**src/rtl/supply_guard_pkg.sv**
```systemverilog
// Constants for the supply guard configuration and clamp decision block
// ----------------------------------------------------------------------------
// Operation
// - Level enable field: 0 off, 1 first level only, 2 both levels.
// - Undervoltage select 0..7 picks 2.5 V up to 3.2 V in 0.1 V steps.
// - Supply under selected threshold: output stage off at once, go standby.
// - First level on, sample below threshold one and not below an enabled threshold two: use limit one; reset 146.
// - Second level on and sample below threshold two: use limit two; reset 141.
// - Supply sampled once at effect start; clamp choice held for the effect.
// ----------------------------------------------------------------------------
package supply_guard_pkg;
  localparam logic [7:0] ADDR_GUARD_CONTROL = 8'h09;
  localparam logic [7:0] ADDR_SAVER_THR_ONE = 8'h0A;
  localparam logic [7:0] ADDR_SAVER_THR_TWO = 8'h0B;
  localparam logic [7:0] RST_GUARD_CONTROL  = 8'h00;
  localparam logic [7:0] RST_SAVER_THR_ONE  = 8'h92;
  localparam logic [7:0] RST_SAVER_THR_TWO  = 8'h8D;
  localparam int         LVL_EN_MSB         = 7;
  localparam int         LVL_EN_LSB         = 6;
  localparam int         UV_SEL_MSB         = 2;
  localparam int         UV_SEL_LSB         = 0;
  localparam logic [1:0] LVL_EN_OFF         = 2'h0;
  localparam logic [1:0] LVL_EN_ONE         = 2'h1;
  localparam logic [1:0] LVL_EN_BOTH        = 2'h2;
  // Undervoltage threshold in 0.1 V units: code 0 = 25 (2.5 V), 7 = 32 (3.2 V)
  localparam logic [7:0] UV_BASE_DECIVOLT   = 8'h19;
  typedef enum logic [1:0] {CLAMP_NONE, CLAMP_ONE, CLAMP_TWO} clamp_sel_e;
endpackage

```
**src/rtl/supply_guard_config.sv**
```systemverilog
// Supply guard registers, undervoltage lockout and supply saver clamp choice
`timescale 1ns/100ps
module supply_guard_config
  import supply_guard_pkg::*;
(
  input  wire logic       clk_sys,
  input  wire logic       resetn,
  input  wire logic [7:0] reg_addr,
  input  wire logic       reg_wr,
  input  wire logic [7:0] reg_wdata,
  output logic [7:0]      reg_rdata,
  input  wire logic [7:0] supply_level,
  input  wire logic [7:0] supply_decivolt,
  input  wire logic       effect_start,
  input  wire logic [7:0] overdrive_limit_one,
  input  wire logic [7:0] overdrive_limit_two,
  output logic            output_stage_off,
  output logic            standby_req,
  output logic [1:0]      clamp_sel,
  output logic            clamp_active,
  output logic [7:0]      overdrive_limit
);
  // --------------------------------------------------------------------------
  // Elaboration checks
  // --------------------------------------------------------------------------
  // The control fields are sliced straight out of one 8-bit register, so a
  // moved field must still fit, keep its width and stay clear of the other
  if (LVL_EN_MSB - LVL_EN_LSB != 1) begin : gen_lvl_width_chk
    $error("level enable field must be two bits wide");
  end
  if (UV_SEL_MSB - UV_SEL_LSB != 2) begin : gen_uv_width_chk
    $error("undervoltage select field must be three bits wide");
  end
  if (LVL_EN_MSB > 7 || UV_SEL_LSB < 0) begin : gen_field_range_chk
    $error("control field lies outside the register");
  end
  if (LVL_EN_LSB <= UV_SEL_MSB) begin : gen_field_overlap_chk
    $error("control fields overlap");
  end
  // The top select code must not carry past the 8-bit decivolt scale
  if (int'(UV_BASE_DECIVOLT) + 7 > 255) begin : gen_uv_scale_chk
    $error("undervoltage threshold overflows eight bits");
  end
  // Clamp codes leave on a two-bit port
  if ($bits(clamp_sel_e) != 2) begin : gen_clamp_width_chk
    $error("clamp selection must be two bits wide");
  end

  // --------------------------------------------------------------------------
  // Register file
  // --------------------------------------------------------------------------
  logic [7:0] control_reg;
  logic [7:0] thr_one_reg;
  logic [7:0] thr_two_reg;
  wire        sel_control = (reg_addr == ADDR_GUARD_CONTROL);
  wire        sel_thr_one = (reg_addr == ADDR_SAVER_THR_ONE);
  wire        sel_thr_two = (reg_addr == ADDR_SAVER_THR_TWO);
  wire        wr_control  = reg_wr && sel_control;
  wire        wr_thr_one  = reg_wr && sel_thr_one;
  wire        wr_thr_two  = reg_wr && sel_thr_two;

  always_ff @(posedge clk_sys or negedge resetn) begin
    if (!resetn) begin
      control_reg <= RST_GUARD_CONTROL;
      thr_one_reg <= RST_SAVER_THR_ONE;
      thr_two_reg <= RST_SAVER_THR_TWO;
    end else begin
      if (wr_control) control_reg <= reg_wdata;
      if (wr_thr_one) thr_one_reg <= reg_wdata;
      if (wr_thr_two) thr_two_reg <= reg_wdata;
    end
  end

  // Unmapped addresses read zero; reserved bits are plain storage
  assign reg_rdata = sel_control ? control_reg :
                     sel_thr_one ? thr_one_reg :
                     sel_thr_two ? thr_two_reg : 8'h00;

  // Writes land on the next edge; nothing else may move a register
  thr_one_wr_a: assert property (@(posedge clk_sys) disable iff (!resetn)
    wr_thr_one
    |=> thr_one_reg == $past(reg_wdata))
    else $error("threshold one write lost");
  thr_two_wr_a: assert property (@(posedge clk_sys) disable iff (!resetn)
    wr_thr_two
    |=> thr_two_reg == $past(reg_wdata))
    else $error("threshold two write lost");
  ctl_hold_a: assert property (@(posedge clk_sys) disable iff (!resetn)
    !wr_control
    |=> $stable(control_reg))
    else $error("control changed without a write");
  thr_hold_a: assert property (@(posedge clk_sys) disable iff (!resetn)
    !(reg_wr && (reg_addr == ADDR_SAVER_THR_ONE || reg_addr == ADDR_SAVER_THR_TWO))
    |=> $stable(thr_one_reg) && $stable(thr_two_reg))
    else $error("threshold changed without a write");
  // First edge after release: every register still holds its reset value
  rst_vals_a: assert property (@(posedge clk_sys) disable iff (!resetn)
    !$past(resetn)
    |-> control_reg == RST_GUARD_CONTROL && thr_one_reg == RST_SAVER_THR_ONE &&
        thr_two_reg == RST_SAVER_THR_TWO && clamp_sel == 2'(CLAMP_NONE))
    else $error("register not at reset value");
  rd_ctl_a: assert property (@(posedge clk_sys) disable iff (!resetn)
    reg_addr == ADDR_GUARD_CONTROL |-> reg_rdata == control_reg)
    else $error("control read back wrong");
  rd_thr_one_a: assert property (@(posedge clk_sys) disable iff (!resetn)
    reg_addr == ADDR_SAVER_THR_ONE |-> reg_rdata == thr_one_reg)
    else $error("threshold one read back wrong");
  rd_thr_two_a: assert property (@(posedge clk_sys) disable iff (!resetn)
    reg_addr == ADDR_SAVER_THR_TWO |-> reg_rdata == thr_two_reg)
    else $error("threshold two read back wrong");

  // --------------------------------------------------------------------------
  // Undervoltage lockout
  // --------------------------------------------------------------------------
  wire [1:0] level_enable = control_reg[LVL_EN_MSB:LVL_EN_LSB];
  wire [2:0] uv_select    = control_reg[UV_SEL_MSB:UV_SEL_LSB];
  wire [7:0] uv_threshold = UV_BASE_DECIVOLT + {5'h00, uv_select};
  wire       uv_trip      = supply_decivolt < uv_threshold;
  // Combinational so the stage drops without waiting for a clock edge
  assign output_stage_off = uv_trip;
  assign standby_req      = uv_trip;

  // Sampled on the clock only; the trip path itself waits for no edge
  uv_pair_a: assert property (@(posedge clk_sys) disable iff (!resetn)
    output_stage_off == standby_req)
    else $error("standby and stage off disagree");
  uv_clear_a: assert property (@(posedge clk_sys) disable iff (!resetn)
    supply_decivolt >= 8'(UV_BASE_DECIVOLT + uv_select)
    |-> !output_stage_off && !standby_req)
    else $error("undervoltage tripped above threshold");
  uv_min_a: assert property (@(posedge clk_sys) disable iff (!resetn)
    uv_select == 3'h0 && supply_decivolt == 8'h18 |-> output_stage_off)
    else $error("bottom threshold too low");
  uv_base_a: assert property (@(posedge clk_sys) disable iff (!resetn)
    uv_select == 3'h0 && supply_decivolt == 8'h19 |-> !output_stage_off)
    else $error("bottom threshold too high");
  uv_top_a: assert property (@(posedge clk_sys) disable iff (!resetn)
    uv_select == 3'h7 && supply_decivolt == 8'h1F |-> output_stage_off)
    else $error("top threshold too low");

  // --------------------------------------------------------------------------
  // Supply saver decision
  // --------------------------------------------------------------------------
  // Value 3 is undefined and treated as disabled
  wire en_one = (level_enable == LVL_EN_ONE) || (level_enable == LVL_EN_BOTH);
  wire en_two = (level_enable == LVL_EN_BOTH);
  wire below_one = en_one && (supply_level < thr_one_reg);
  wire below_two = en_two && (supply_level < thr_two_reg);
  wire [1:0] clamp_next = below_two ? 2'(CLAMP_TWO) :
                          below_one ? 2'(CLAMP_ONE) : 2'(CLAMP_NONE);
  logic [1:0] clamp_reg;

  always_ff @(posedge clk_sys or negedge resetn) begin
    if (!resetn) clamp_reg <= 2'(CLAMP_NONE);
    else if (effect_start) clamp_reg <= clamp_next;
  end

  assign clamp_sel    = clamp_reg;
  assign clamp_active = clamp_reg != 2'(CLAMP_NONE);
  // Limit values are live inputs; software must not change them mid effect
  assign overdrive_limit = (clamp_reg == 2'(CLAMP_TWO)) ? overdrive_limit_two :
                           (clamp_reg == 2'(CLAMP_ONE)) ? overdrive_limit_one : 8'h00;

  // --------------------------------------------------------------------------
  // Checks
  // --------------------------------------------------------------------------
  clamp_hold_a: assert property (@(posedge clk_sys) disable iff (!resetn)
    !effect_start |=> $stable(clamp_sel)) else $error("clamp changed mid effect");
  clamp_two_a: assert property (@(posedge clk_sys) disable iff (!resetn)
    effect_start && en_two && supply_level < thr_two_reg |=> clamp_sel == 2'(CLAMP_TWO))
    else $error("second limit not chosen");
  clamp_one_a: assert property (@(posedge clk_sys) disable iff (!resetn)
    effect_start && en_one && supply_level < thr_one_reg && !below_two
    |=> clamp_sel == 2'(CLAMP_ONE)) else $error("first limit not chosen");
  clamp_off_a: assert property (@(posedge clk_sys) disable iff (!resetn)
    effect_start && level_enable == LVL_EN_OFF |=> clamp_sel == 2'(CLAMP_NONE))
    else $error("saver active while disabled");
  uv_trip_a: assert property (@(posedge clk_sys) disable iff (!resetn)
    supply_decivolt < 8'(UV_BASE_DECIVOLT + uv_select) |-> output_stage_off && standby_req)
    else $error("undervoltage not tripped");
  uv_max_a: assert property (@(posedge clk_sys) disable iff (!resetn)
    uv_select == 3'h7 && supply_decivolt == 8'h20 |-> !output_stage_off)
    else $error("top threshold wrong");
  lim_out_a: assert property (@(posedge clk_sys) disable iff (!resetn)
    clamp_sel == 2'(CLAMP_TWO) |-> overdrive_limit == overdrive_limit_two)
    else $error("limit two not applied");
  wr_ctl_a: assert property (@(posedge clk_sys) disable iff (!resetn)
    wr_control |=> control_reg == $past(reg_wdata)) else $error("control write lost");

  // Level decode, threshold order and the limit mux seen from the outputs
  clamp_lvl3_a: assert property (@(posedge clk_sys) disable iff (!resetn)
    effect_start && level_enable == 2'h3
    |=> clamp_sel == 2'(CLAMP_NONE))
    else $error("saver active on undefined level code");
  clamp_lvl1_a: assert property (@(posedge clk_sys) disable iff (!resetn)
    effect_start && level_enable == LVL_EN_ONE
    |=> clamp_sel != 2'(CLAMP_TWO))
    else $error("second level used while only first enabled");
  clamp_first_a: assert property (@(posedge clk_sys) disable iff (!resetn)
    effect_start && level_enable == LVL_EN_ONE && supply_level < thr_one_reg
    |=> clamp_sel == 2'(CLAMP_ONE))
    else $error("first level alone not applied");
  clamp_between_a: assert property (@(posedge clk_sys) disable iff (!resetn)
    effect_start && level_enable == LVL_EN_BOTH && supply_level < thr_one_reg &&
    supply_level >= thr_two_reg |=> clamp_sel == 2'(CLAMP_ONE))
    else $error("first limit not chosen between thresholds");
  clamp_above_a: assert property (@(posedge clk_sys) disable iff (!resetn)
    effect_start && supply_level >= thr_one_reg && supply_level >= thr_two_reg
    |=> clamp_sel == 2'(CLAMP_NONE))
    else $error("clamp chosen above both thresholds");
  clamp_code_a: assert property (@(posedge clk_sys) disable iff (!resetn)
    clamp_sel != 2'h3)
    else $error("illegal clamp code");
  clamp_act_a: assert property (@(posedge clk_sys) disable iff (!resetn)
    clamp_active == (clamp_sel != 2'(CLAMP_NONE)))
    else $error("clamp active flag wrong");
  lim_one_a: assert property (@(posedge clk_sys) disable iff (!resetn)
    clamp_sel == 2'(CLAMP_ONE) |-> overdrive_limit == overdrive_limit_one)
    else $error("limit one not applied");
  lim_none_a: assert property (@(posedge clk_sys) disable iff (!resetn)
    clamp_sel == 2'(CLAMP_NONE) |-> overdrive_limit == 8'h00)
    else $error("limit applied with no clamp");
  clamp_keep_a: assert property (@(posedge clk_sys) disable iff (!resetn)
    !effect_start && $changed(supply_level) |=> $stable(clamp_sel))
    else $error("clamp followed the supply mid effect");
endmodule // supply_guard_config

```
**config.mk**
```make
export PLATFORM = sky130hd
export DESIGN_NAME = supply_guard_config
export DESIGN_NICKNAME = d
export VERILOG_FILES = /design/src/rtl/supply_guard_pkg.sv /design/src/rtl/supply_guard_config.sv
export SDC_FILE = /design/constraint.sdc
export NUM_CORES = 1
export LEC_CHECK = 0
export BUFFER_PORTS_ARGS = -buffer_cell sky130_fd_sc_hd__clkbuf_2
export CORE_AREA = 2 2 66 68
export DETAILED_ROUTE_END_ITERATION = 8
export DIE_AREA = 0 0 68 70
export PLACE_DENSITY = 0.76
export SYNTH_ARGS = -nofsm -noshare
export SYNTH_HDL_FRONTEND = slang
export SYNTH_SLANG_ARGS = --single-unit
```
**constraint.sdc**
```tcl
create_clock -name clk_sys -period 2 [get_ports clk_sys]
set_input_delay 0.2 -clock clk_sys [delete_from_list [all_inputs] [get_ports clk_sys]]
set_output_delay 0.2 -clock clk_sys [all_outputs]
set_load 0.01 [all_outputs]
```
==> impl_results.md, run 1 <==
* Max Fclk at 0.458 GHz
* R2R Setup Slk at 0.17 ns
* First-pass iteration count of the detailed router at 4
* CP endpoint kind: primary output
* Peak VDD IR at 0.420 mV
* Core Rows at 24
* Compound-Gate Fraction of Synth Area at 15.2%
* Logic depth of the worst path, buffers included at 8
* Post-synth EDFFs at 0
* Outcome: finished with violations
* Longest Clk Path Bufs at 2
* Slowest CP cell: dfrtp_1
* Layout net count at 324
* Fillers at 346
* WP data required at 1.80 ns
* Via count at 1622
* Fin crit share at 109%
* CTS clk-pin slew, worst paths at 0.10 ns
* Hold path cells at 2
* Final Max Slew Viols at 0
* Synth-to-Final Area Change at 31.6%
* Vias per cell at 5.39
* Most used cell, CP: ha_4
* Setup_tns at -0.369 ns
* Net Sw Power at 331 uW
* Setup ws final at -0.184 ns
* Total GRT Usage at 19.6%
* Pre-CTS setup slack at 0.0191 ns
* CP delay by family, top: adder cells
* Final setup fails at 2
* WS Path Type: flop to primary output
* Min Tclk post-route at 2.18 ns
* CTS H-Tree Depth at 1
* Placed inst area at 2330 um^2
* Syn_area_per_cell at 11.0 um^2
* Die Area at 4760 um^2
* Worst reg-to-reg path cell count at 6
* Per-cell routed wire length at 15.4 um
* Relative slew slack at 55.7%
* Initial Utilization at 46.2%
* #FFs+latches synth at 26
* Post-synthesis net count at 248
* Synth cell types at 42
* Lkg Pwr at 0.00126 uW
* Sequential area share after synthesis at 34.4%
* Post-synthesis mux area share at 18.4%
* Global-route wire length before repair at 7070 um
* Post-route design area at 2520 um^2
* Final Hold Vio Count at 0
* Failing checks: setup timing
* Die Ht at 70 um
* Adder and majority cell fraction of the synthesized area at 14.4%
* Post-synth ARST share at 100%
* Actual slew at the worst max-slew pin at 0.665 ns
* Post-Syn Area at 1910 um^2
* Vias in the first global route at 1604
* Post-route ant nets at 0
* Largest net degree at the start of global routing at 27
* Share of cells above drive strength 1 at 48.6%
* CP peak stage delay at 0.42 ns
* PortBufs at 72
* CTS tree: built
* Number of buffers created by CTS at 3
* CTS Sinks at 26
* Critical path arrival at 1.98 ns
* Die extent in x at 68 um
* Crit path cell chain: ha_4 > ha_4 > inv_4 > ha_4 > o21a_1 > o2111ai_2 > and3_4 > buf_6
* Total gr overflow at 0
* DR DRC count at 0
* CP bufs+invs at 2
* Gate power share at 20.5%
* Core footprint at 4140 um^2
* RSZ-0062 raised after global routing: yes
* Sw Share at 25.6%
* Fin Clk Skew at 0.0112 ns
* DR iter-0 viols at 38
* GPL Wtd Cong at 0.795
* Int Power at 961 uW
* Post-Synthesis Cells at 174
* Sequential Power Share at 44.5%
* Post-DP HPWL at 3510 um
* I/O Pins at 73
* Hold Path Class: primary input to flop
* Crit-path max FO at 2
* Post-Synth Simple-Gate Area at 11.7%
* Ys flop type: dfrtp_1
* Clock power frac at 34.9%
* Main combinational cell family by area after synthesis: multiplexers
* N_diodes at 0
* Reported max-cap violation count at 0
* Antenna violations before repair at 0
* Clk Latency, worst-skew pair at 0.28 ns
* YS warnings at 0
* Post-Synth XOR/XNOR Area at 0%
* CP startpoint kind: flop
* Final WL at 4640 um
* Clk root buf: clkbuf_8
* Pwr per Cell Area at 513 nW/um^2
[stage by stage]
step                cells  util, %  hold WS [ns]  power [uW]
finish                301     60.8         0.136        1290
global route          301     60.8         0.152        1350
global placement      295     56.2         0.261         816
CTS                   301     59.7         0.139        1280
detailed placement    295     56.2         0.272         824
floorplan             174        -       -0.0956         709
[cell usage in the layout, fill, tap and decap left out, drive strengths merged]
cell | Yosys | final
clkbuf | 2 | 73
mux2 | 26 | 26
ha | 22 | 22
dfrtp | 19 | 19
inv | 19 | 19
nor2 | 12 | 12
o21ai | 9 | 9
a22o | 8 | 8
a22oi | 8 | 8
nand2 | 7 | 7
dfstp | 7 | 7
buf | 5 | 7
nand3 | 3 | 3
nor2b | 2 | 2
o21a | 2 | 2
a211oi | 2 | 2
nand2b | 2 | 2
nand4 | 2 | 2
nor4 | 1 | 1
nand3b | 1 | 1
or2 | 1 | 1
a2111oi | 1 | 1
o2111ai | 1 | 1
and3 | 1 | 1
and3b | 1 | 1
nand4b | 1 | 1
a211o | 1 | 1
a31oi | 1 | 1
o311ai | 1 | 1
o2111a | 1 | 1
o211ai | 1 | 1
nor3b | 1 | 1
a21o | 1 | 1
a221oi | 1 | 1
o32ai | 1 | 1
bufinv | 0 | 1
dlygate4sd3 | 0 | 1
[Yosys cell counts, types with 2 or more instances]
master    instances  area [um^2]
a22o_1            8         70.1
dfstp_2           7          184
nor2b_1           2         12.5
a211oi_1          2         15.0
a22oi_1           8         60.1
o21a_1            2         15.0
nand2b_1          2         12.5
inv_1            19         71.3
nand2_1           7         26.3
ha_1             22          275
mux2_1            9          101
mux2_4           16          240
nand3_1           2         10.0
nor2_1           12         45.0
clkbuf_1          2         7.51
dfrtp_1          19          475
buf_2             3         15.0
o21ai_0           8         40.0
[logic make-up (layout without fill, tap and decap cells)]
| family | after synthesis | count (layout) |
|---|---|---|
| compound gates | 39 | 39 |
| mux | 26 | 26 |
| simple gates | 35 | 35 |
| buf+inv | 26 | 101 |
| flops | 26 | 26 |
| fa+ha+maj | 22 | 22 |
[power groups by stage]
stage | clock, uW | combinational (uW) | sequential, uW
final | 451 | 265 | 575
after global placement | 0 | 234 | 582
after global routing | 472 | 297 | 579
after detailed placement | 0 | 241 | 583
after CTS | 450 | 256 | 574
after floorplan | 0 | 130 | 579
[worst register-to-register path, delay by kind of cell, from the launching register on]
| family | cells | cell delay (ns) |
|---|---|---|
| AOI/OAI and AO/OA | 3 | 0.70 |
| adders and majority gates | 1 | 0.27 |
| buffers and inverters | 1 | 0.04 |
| DFF | 1 | 0.56 |
| muxes | 1 | 0.21 |
[area by class of cell]
class,instances,area (um^2),share of cell area (%)
inverter,19,76.3,3.03
clock buffer,3,41.3,1.64
clock inverter,1,30.0,1.19
sequential,26,659,26.2
timing repair buffer,78,420,16.7
tap,52,65.1,2.58
multi-input combinational,122,1230,48.7
[routing by layer]
| metal | vias up | global-route usage [%] | routed length (um) |
|---|---|---|---|
| li1 | 789 | - | - |
| met1 | 765 | 25.2 | 1990 |
| met2 | 63 | 32.8 | 2310 |
| met3 | 5 | 1.93 | 284 |
| met4 | 0 | 8.00 | 53 |
| met5 | - | 0 | 0 |
[repair_timing]
item                                    in CTS  in global routing
hold endpoints to repair                    19                  0
hold buffers                                 1                  0
pin swaps                                    7                  7
setup buffers                                1                  0
gates resized for setup                      9                 10
gates cloned                                 0                  0
endpoints found under the setup margin       2                  2
[final timing paths]
kind                                startpoint               end
worst max register to register  thr_two_reg[3]      clamp_sel[1]
min in group asynchronous               resetn    thr_two_reg[4]
worst min-delay path              effect_start      clamp_sel[0]
worst min register to register  control_reg[5]    control_reg[5]
worst max-delay path            control_reg[0]  output_stage_off
max in group asynchronous               resetn    thr_one_reg[3]
Power figures use the tool's default switching activity.
==> inputs of run 2 (changes only) <==
--- a/config.mk
+++ b/config.mk
@@ -5,11 +5,13 @@
 export SDC_FILE = /design/constraint.sdc
 export NUM_CORES = 1
 export LEC_CHECK = 0
+export ABC_AREA = 1
 export BUFFER_PORTS_ARGS = -buffer_cell sky130_fd_sc_hd__clkbuf_2
 export CORE_AREA = 2 2 66 68
 export DETAILED_ROUTE_END_ITERATION = 8
 export DIE_AREA = 0 0 68 70
-export PLACE_DENSITY = 0.76
+export PLACE_DENSITY = 0.77
+export SKIP_CTS_REPAIR_TIMING = 1
 export SYNTH_ARGS = -nofsm -noshare
 export SYNTH_HDL_FRONTEND = slang
 export SYNTH_SLANG_ARGS = --single-unit
==> impl_results.md, run 2 <==
* Outcome: finished with violations
* Failing checks: setup timing
* Post-route ant nets at 0 (unchanged)
* Sequential Area at 661 um^2 (+0.19%)
* CTS tree: built
* WP data required at 1.80 ns (about the same)
* PortBufs at 72 (unchanged)
* Pwr per Cell Area at 469 nW/um^2 (-8.5%)
* Hold path cells at 3 (+1)
* Hold Path Class: primary input to flop
* Post-Synthesis Cells at 263 (+51%)
* Clk root buf: clkbuf_8
* Die Ht at 70 um (unchanged)
* Relative slew slack at 55.0% (-0.71 points)
* Placed inst area at 2320 um^2 (-0.54%)
* Largest net degree at the start of global routing at 27 (unchanged)
* Multi-input gate area at 1190 um^2 (-3.3%)
* N_diodes at 0 (unchanged)
* Synth-to-Final Area Change at 28.7%
* Critical hold path startpoint: reg_wdata[0]
* Post-synth EDFFs at 0 (unchanged)
* Post-synthesis net count at 337 (+36%)
* Final Hold Vio Count at 0 (unchanged)
* Reg-to-Reg End: clamp_sel[1]
* CTS H-Tree Depth at 1 (unchanged)
* R2R Setup Slk at 0.46 ns (+0.29 ns)
* Worst flop-to-flop path startpoint: thr_two_reg[7]
* Max Fclk at 0.462 GHz (+0.90%)
* Post-route design area at 2500 um^2 (-0.70%)
* Synth top area share at 24.5% (-0.38 points)
* Die extent in x at 68 um (unchanged)
* Antenna violations before repair at 0 (unchanged)
* Layout net count at 410 (+27%)
* #FFs+latches synth at 26 (unchanged)
* Longest Clk Path Bufs at 2 (unchanged)
* Ys flop type: dfrtp_1
* Post-Syn Area at 1940 um^2 (+1.6%)
* Via count at 1922 (+18%)
* Setup ws final at -0.165 ns (+0.0194 ns)
* Crit-path max FO at 4 (+2)
* Final setup fails at 2 (unchanged)
* Clk Latency, worst-skew pair at 0.27 ns (about the same)
* Fillers at 374 (+8.1%)
* GPL Wtd Cong at 0.778 (-2.2%)
* Die Area at 4760 um^2 (unchanged)
* YS warnings at 0 (unchanged)
* Core footprint at 4140 um^2 (unchanged)
* CTS clk-pin slew, worst paths at 0.09 ns (about the same)
* Per-cell routed wire length at 12.6 um (-18%)
* Number of buffers created by CTS at 3 (unchanged)
* WS Path Type: flop to primary output
* Reported max-cap violation count at 0 (unchanged)
* Sequential area share after synthesis at 33.9% (-0.53 points)
* DR DRC count at 0 (unchanged)
* Fin Clk Skew at 0.00239 ns (-0.00877 ns)
* DR iter-0 viols at 60 (+58%)
* Pre-CTS setup slack at 0.122 ns (+0.103 ns)
* Vias per cell at 4.97 (-7.8%)
* Actual slew at the worst max-slew pin at 0.676 ns (+0.0107 ns)
* Worst reg-to-reg path cell count at 9 (+3)
* Post-synth ARST share at 100% (unchanged)
* CP startpoint kind: flop
* Overall Power at 1170 uW (-9.2%)
* I/O Pins at 73 (unchanged)
* Setup_tns at -0.325 ns (+0.0437 ns)
* Total gr overflow at 0 (unchanged)
* Synth cell types at 26 (-38%)
* Top-count cell post-synth: nand2_1
* Global-route wire length before repair at 7450 um (+5.5%)
* Initial Utilization at 46.9% (+0.72 points)
* Most frequent cells in the layout: nand2_1 (79), clkbuf_2 (70), nand3_1 (36)
* Total GRT Usage at 19.8% (+0.23 points)
* Vias in the first global route at 1799 (+12%)
* Final WL at 4870 um (+5.0%)
* CTS Sinks at 26 (unchanged)
* Synth top area cells: dfrtp_1 (24%), nand2_1 (15%), ha_1 (14%), nand3_1 (9.5%), dfstp_2 (9.5%)
* Share of cells above drive strength 1 at 34.9% (-14 points)
* Critical path arrival at 1.97 ns (about the same)
* Post-DP HPWL at 3430 um (-2.4%)
* Core Rows at 24 (unchanged)
* Min Tclk post-route at 2.17 ns (-0.0194 ns)
* Yosys top cell by area: dfrtp_1
* Worst Hold End: thr_two_reg[0]
* Most common library cells after synthesis: nand2_1 (80), nand3_1 (37), inv_1 (35), ha_1 (22), dfrtp_1 (19)
* Peak VDD IR at 0.304 mV (-28%)
* First-pass iteration count of the detailed router at 5 (+1)
* Placed cell count at 380 (+29%)
* Leading cell type in the layout, fill and taps excluded: nand2_1
* Syn_area_per_cell at 7.39 um^2 (-33%)
* Fin crit share at 108% (-0.97 points)
* Lkg Pwr at 0.00133 uW (+5.2%)
* Post-route insts no fill at 387 (+29%)
* RSZ-0062 raised after global routing: yes
* Final Max Slew Viols at 0 (unchanged)
* CP endpoint kind: primary output
==> run 2: changes by cell type after synthesis, moves of 9 or more <==
cell,previous run,this run
nand2_1,7,80
nand3_1,2,37
inv_1,19,35
mux2_4,16,0
o21ai_1,1,16
mux2_1,9,0
==> run 2: final cells by class <==
class	count	share of cell area, %
Clock buffer	4	2.20
Inverter	39	5.95
Multi-Input combinational cell	191	47.5
Sequential cell	26	26.4
Tap cell	52	2.60
Timing Repair Buffer	75	15.4
==> run 2: report_power, final <==
group	switching (uW)	internal [uW]	leakage [uW]
registers	25.9	555	0.000333
logic	135	114	0.000964
clock network	167	176	0.0000288
==> run 2: critical path, cell delays in order (launching register included) <==
cell	delay [ns]
dfrtp_1	0.45
buf_4	0.16
nand3_1	0.16
ha_4	0.29
a21oi_1	0.19
nand2_1	0.12
a31oi_4	0.16
buf_2	0.16
==> run 2: metal layers <==
metal,track usage (%),wire length (um),up-vias
met5,0,0,-
met1,24.7,2060,842
met4,6.89,99,0
met3,2.90,337,15
li1,-,-,991
met2,34.0,2370,74
==> run 2: cell families (layout without fill, tap and decap cells) <==
kind of cell / after synthesis / count (layout) / share of synthesized area (%)
buffers and inverters: 46 / 118 / 10.4
DFF: 26 / 26 / 33.9
and+or+nand+nor: 136 / 136 / 31.4
AOI/OAI and AO/OA: 33 / 33 / 10.1
adders and majority gates: 22 / 22 / 14.2
==> run 2: how the worst max path moves through the flow <==
stage | end | cells past startpoint | slack, ns | start
after global routing | output_stage_off | 8 | -0.21 | control_reg[0]
after detailed placement | output_stage_off | 8 | 0.12 | control_reg[0]
after floorplan | standby_req | 8 | 0.10 | control_reg[0]
final | output_stage_off | 7 | -0.17 | control_reg[0]
after CTS | output_stage_off | 8 | -0.19 | control_reg[0]
after global placement | standby_req | 8 | 0.19 | control_reg[0]
==> run 2: stage by stage <==
stage	utilization (%)	hold WS (ns)
after global placement	55.9	0.260
after detailed placement	55.9	0.268
after floorplan	-	-0.0956
after CTS	57.2	-0.0350
final	60.4	0.160
after global routing	60.4	0.182
==> inputs of run 3 (changes only) <==
--- a/config.mk
+++ b/config.mk
@@ -10,7 +10,7 @@
 export CORE_AREA = 2 2 66 68
 export DETAILED_ROUTE_END_ITERATION = 8
 export DIE_AREA = 0 0 68 70
-export PLACE_DENSITY = 0.77
+export PLACE_DENSITY = 0.9
 export SKIP_CTS_REPAIR_TIMING = 1
 export SYNTH_ARGS = -nofsm -noshare
 export SYNTH_HDL_FRONTEND = slang
==> impl_results.md, run 3 (synthesized netlist as in run 2, its figures left out) <==
* Clk Latency, worst-skew pair at 0.28 ns (about the same)
* DR iter-0 viols at 91 (+52%)
* Post-DP HPWL at 3780 um (+10%)
* Number of buffers created by CTS at 3 (unchanged)
* Global-route wire length before repair at 8050 um (+8.0%)
* Setup ws final at -0.101 ns (+0.0641 ns)
* WP data required at 1.80 ns (about the same)
* First-pass iteration count of the detailed router at 4 (-1)
* Peak VDD IR at 0.312 mV (+2.6%)
* Fin Clk Skew at 0.00725 ns (+0.00486 ns)
* Critical path arrival at 1.90 ns (-0.07 ns)
* N_diodes at 0 (unchanged)
* Via count at 2041 (+6.2%)
* Setup_tns at -0.191 ns (+0.134 ns)
* Core footprint at 4140 um^2 (unchanged)
* Die Ht at 70 um (unchanged)
* Layout net count at 408 (-0.49%)
* Crit-path max FO at 5 (+1)
* RSZ-0062 raised after global routing: yes
* Actual slew at the worst max-slew pin at 0.656 ns (-0.0195 ns)
* Vias in the first global route at 1975 (+9.8%)
* Placed cell count at 380 (unchanged)
* PortBufs at 72 (unchanged)
* Max Fclk at 0.476 GHz (+3.1%)
* Share of cells above drive strength 1 at 33.9% (-0.99 points)
* Synth-to-Final Area Change at 28.1%
* Final WL at 5040 um (+3.4%)
* Placed inst area at 2320 um^2 (unchanged)
* Reported max-cap violation count at 0 (unchanged)
* Hold Path Class: primary input to flop
* Per-cell routed wire length at 13.1 um (+3.9%)
* I/O Pins at 73 (unchanged)
* Total gr overflow at 0 (unchanged)
* GPL Wtd Cong at 0.807 (+3.8%)
* CP startpoint kind: flop
* Final Hold Vio Count at 0 (unchanged)
* Die Area at 4760 um^2 (unchanged)
* Outcome: finished with violations
* DR DRC count at 0 (unchanged)
* Most frequent cells in the layout: nand2_1 (79), clkbuf_2 (70), nand3_1 (36)
* Post-route ant nets at 0 (unchanged)
* CP Launch Point: control_reg[0]
* Pwr per Cell Area at 512 nW/um^2 (+9.1%)
* Die extent in x at 68 um (unchanged)
* Final Max Slew Viols at 0 (unchanged)
* Critical hold path startpoint: reg_wdata[7]
* Post-Route Utilization at 60.1% (-0.27 points)
* CP endpoint kind: primary output
* Post-route insts no fill at 385 (-0.52%)
* Lkg Pwr at 0.00132 uW (-0.16%)
* CTS clk-pin slew, worst paths at 0.09 ns (about the same)
* Final setup fails at 2 (unchanged)
* Fillers at 357 (-4.5%)
* WS Path Type: flop to primary output
* Initial Utilization at 46.9% (unchanged)
* Largest net degree at the start of global routing at 27 (unchanged)
* Leading cell type in the layout, fill and taps excluded: nand2_1
* Antenna violations before repair at 0 (unchanged)
* Total GRT Usage at 21.7% (+1.9 points)
* Vias per cell at 5.30 (+6.7%)
* Min Tclk post-route at 2.10 ns (-0.0641 ns)
* Post-route design area at 2490 um^2 (-0.45%)
* Worst flop-to-flop path startpoint: thr_two_reg[7]
* CTS H-Tree Depth at 1 (unchanged)
* Failing checks: setup timing
* Sequential Area at 661 um^2 (unchanged)
* CTS Sinks at 26 (unchanged)
* Core Rows at 24 (unchanged)
* Fin crit share at 105% (-3.2 points)
* Multi-input gate area at 1160 um^2 (-2.1%)
* Relative slew slack at 56.3% (+1.3 points)
* Longest Clk Path Bufs at 2 (unchanged)
* Clk root buf: clkbuf_8
* CTS tree: built
run 3: path summary, 6_finish.rpt:
kind / endpoint / cells after the start / slack, ns
max in group asynchronous: control_reg[0] / 2 / 1.05
min: thr_one_reg[7] / 3 / 0.18
min in group asynchronous: clamp_sel[0] / 2 / 0.48
max reg2reg: clamp_sel[1] / 9 / 0.43
max: output_stage_off / 8 / -0.10
min reg2reg: thr_two_reg[2] / 2 / 0.49
run 3: routing by layer:
| metal | GRT usage, % | vias up | wire [um] |
|---|---|---|---|
| met4 | 9.11 | 0 | 182 |
| li1 | - | 1000 | - |
| met1 | 24.0 | 911 | 1930 |
| met3 | 2.74 | 22 | 373 |
| met2 | 39.9 | 108 | 2550 |
| met5 | 0 | - | 0 |
run 3: critical path: stages (launching register included):
cell	delay [ns]
dfrtp_2	0.46
ha_4	0.17
ha_4	0.25
inv_2	0.04
ha_4	0.20
nand3_2	0.07
nand2_2	0.07
a31oi_4	0.21
buf_6	0.14
run 3: layout make-up:
cell class	instances	area share, %
Tap cell	52	2.61
Clock inverter	1	1.21
Sequential cell	26	26.5
Clock buffer	3	1.66
Inverter	39	5.98
Multi-Input combinational cell	191	46.7
Timing Repair Buffer	73	15.4
run 3: metrics by stage:
stage	total power (uW)	setup slack, ns	hold slack, ns
after floorplan	704	0.103	-0.0956
after global placement	795	0.190	0.245
after detailed placement	815	0.122	0.246
after CTS	1250	-0.183	-0.0578
after global routing	1340	-0.165	0.193
final	1270	-0.101	0.184
run 3: where the power goes:
part / total (uW) / leakage, uW / switching [uW] / internal [uW]
registers: 582 / 0.000333 / 26.3 / 555
clock network: 440 / 0.0000357 / 172 / 268
logic: 253 / 0.000955 / 139 / 114
total: 1270 / 0.00132 / 337 / 937
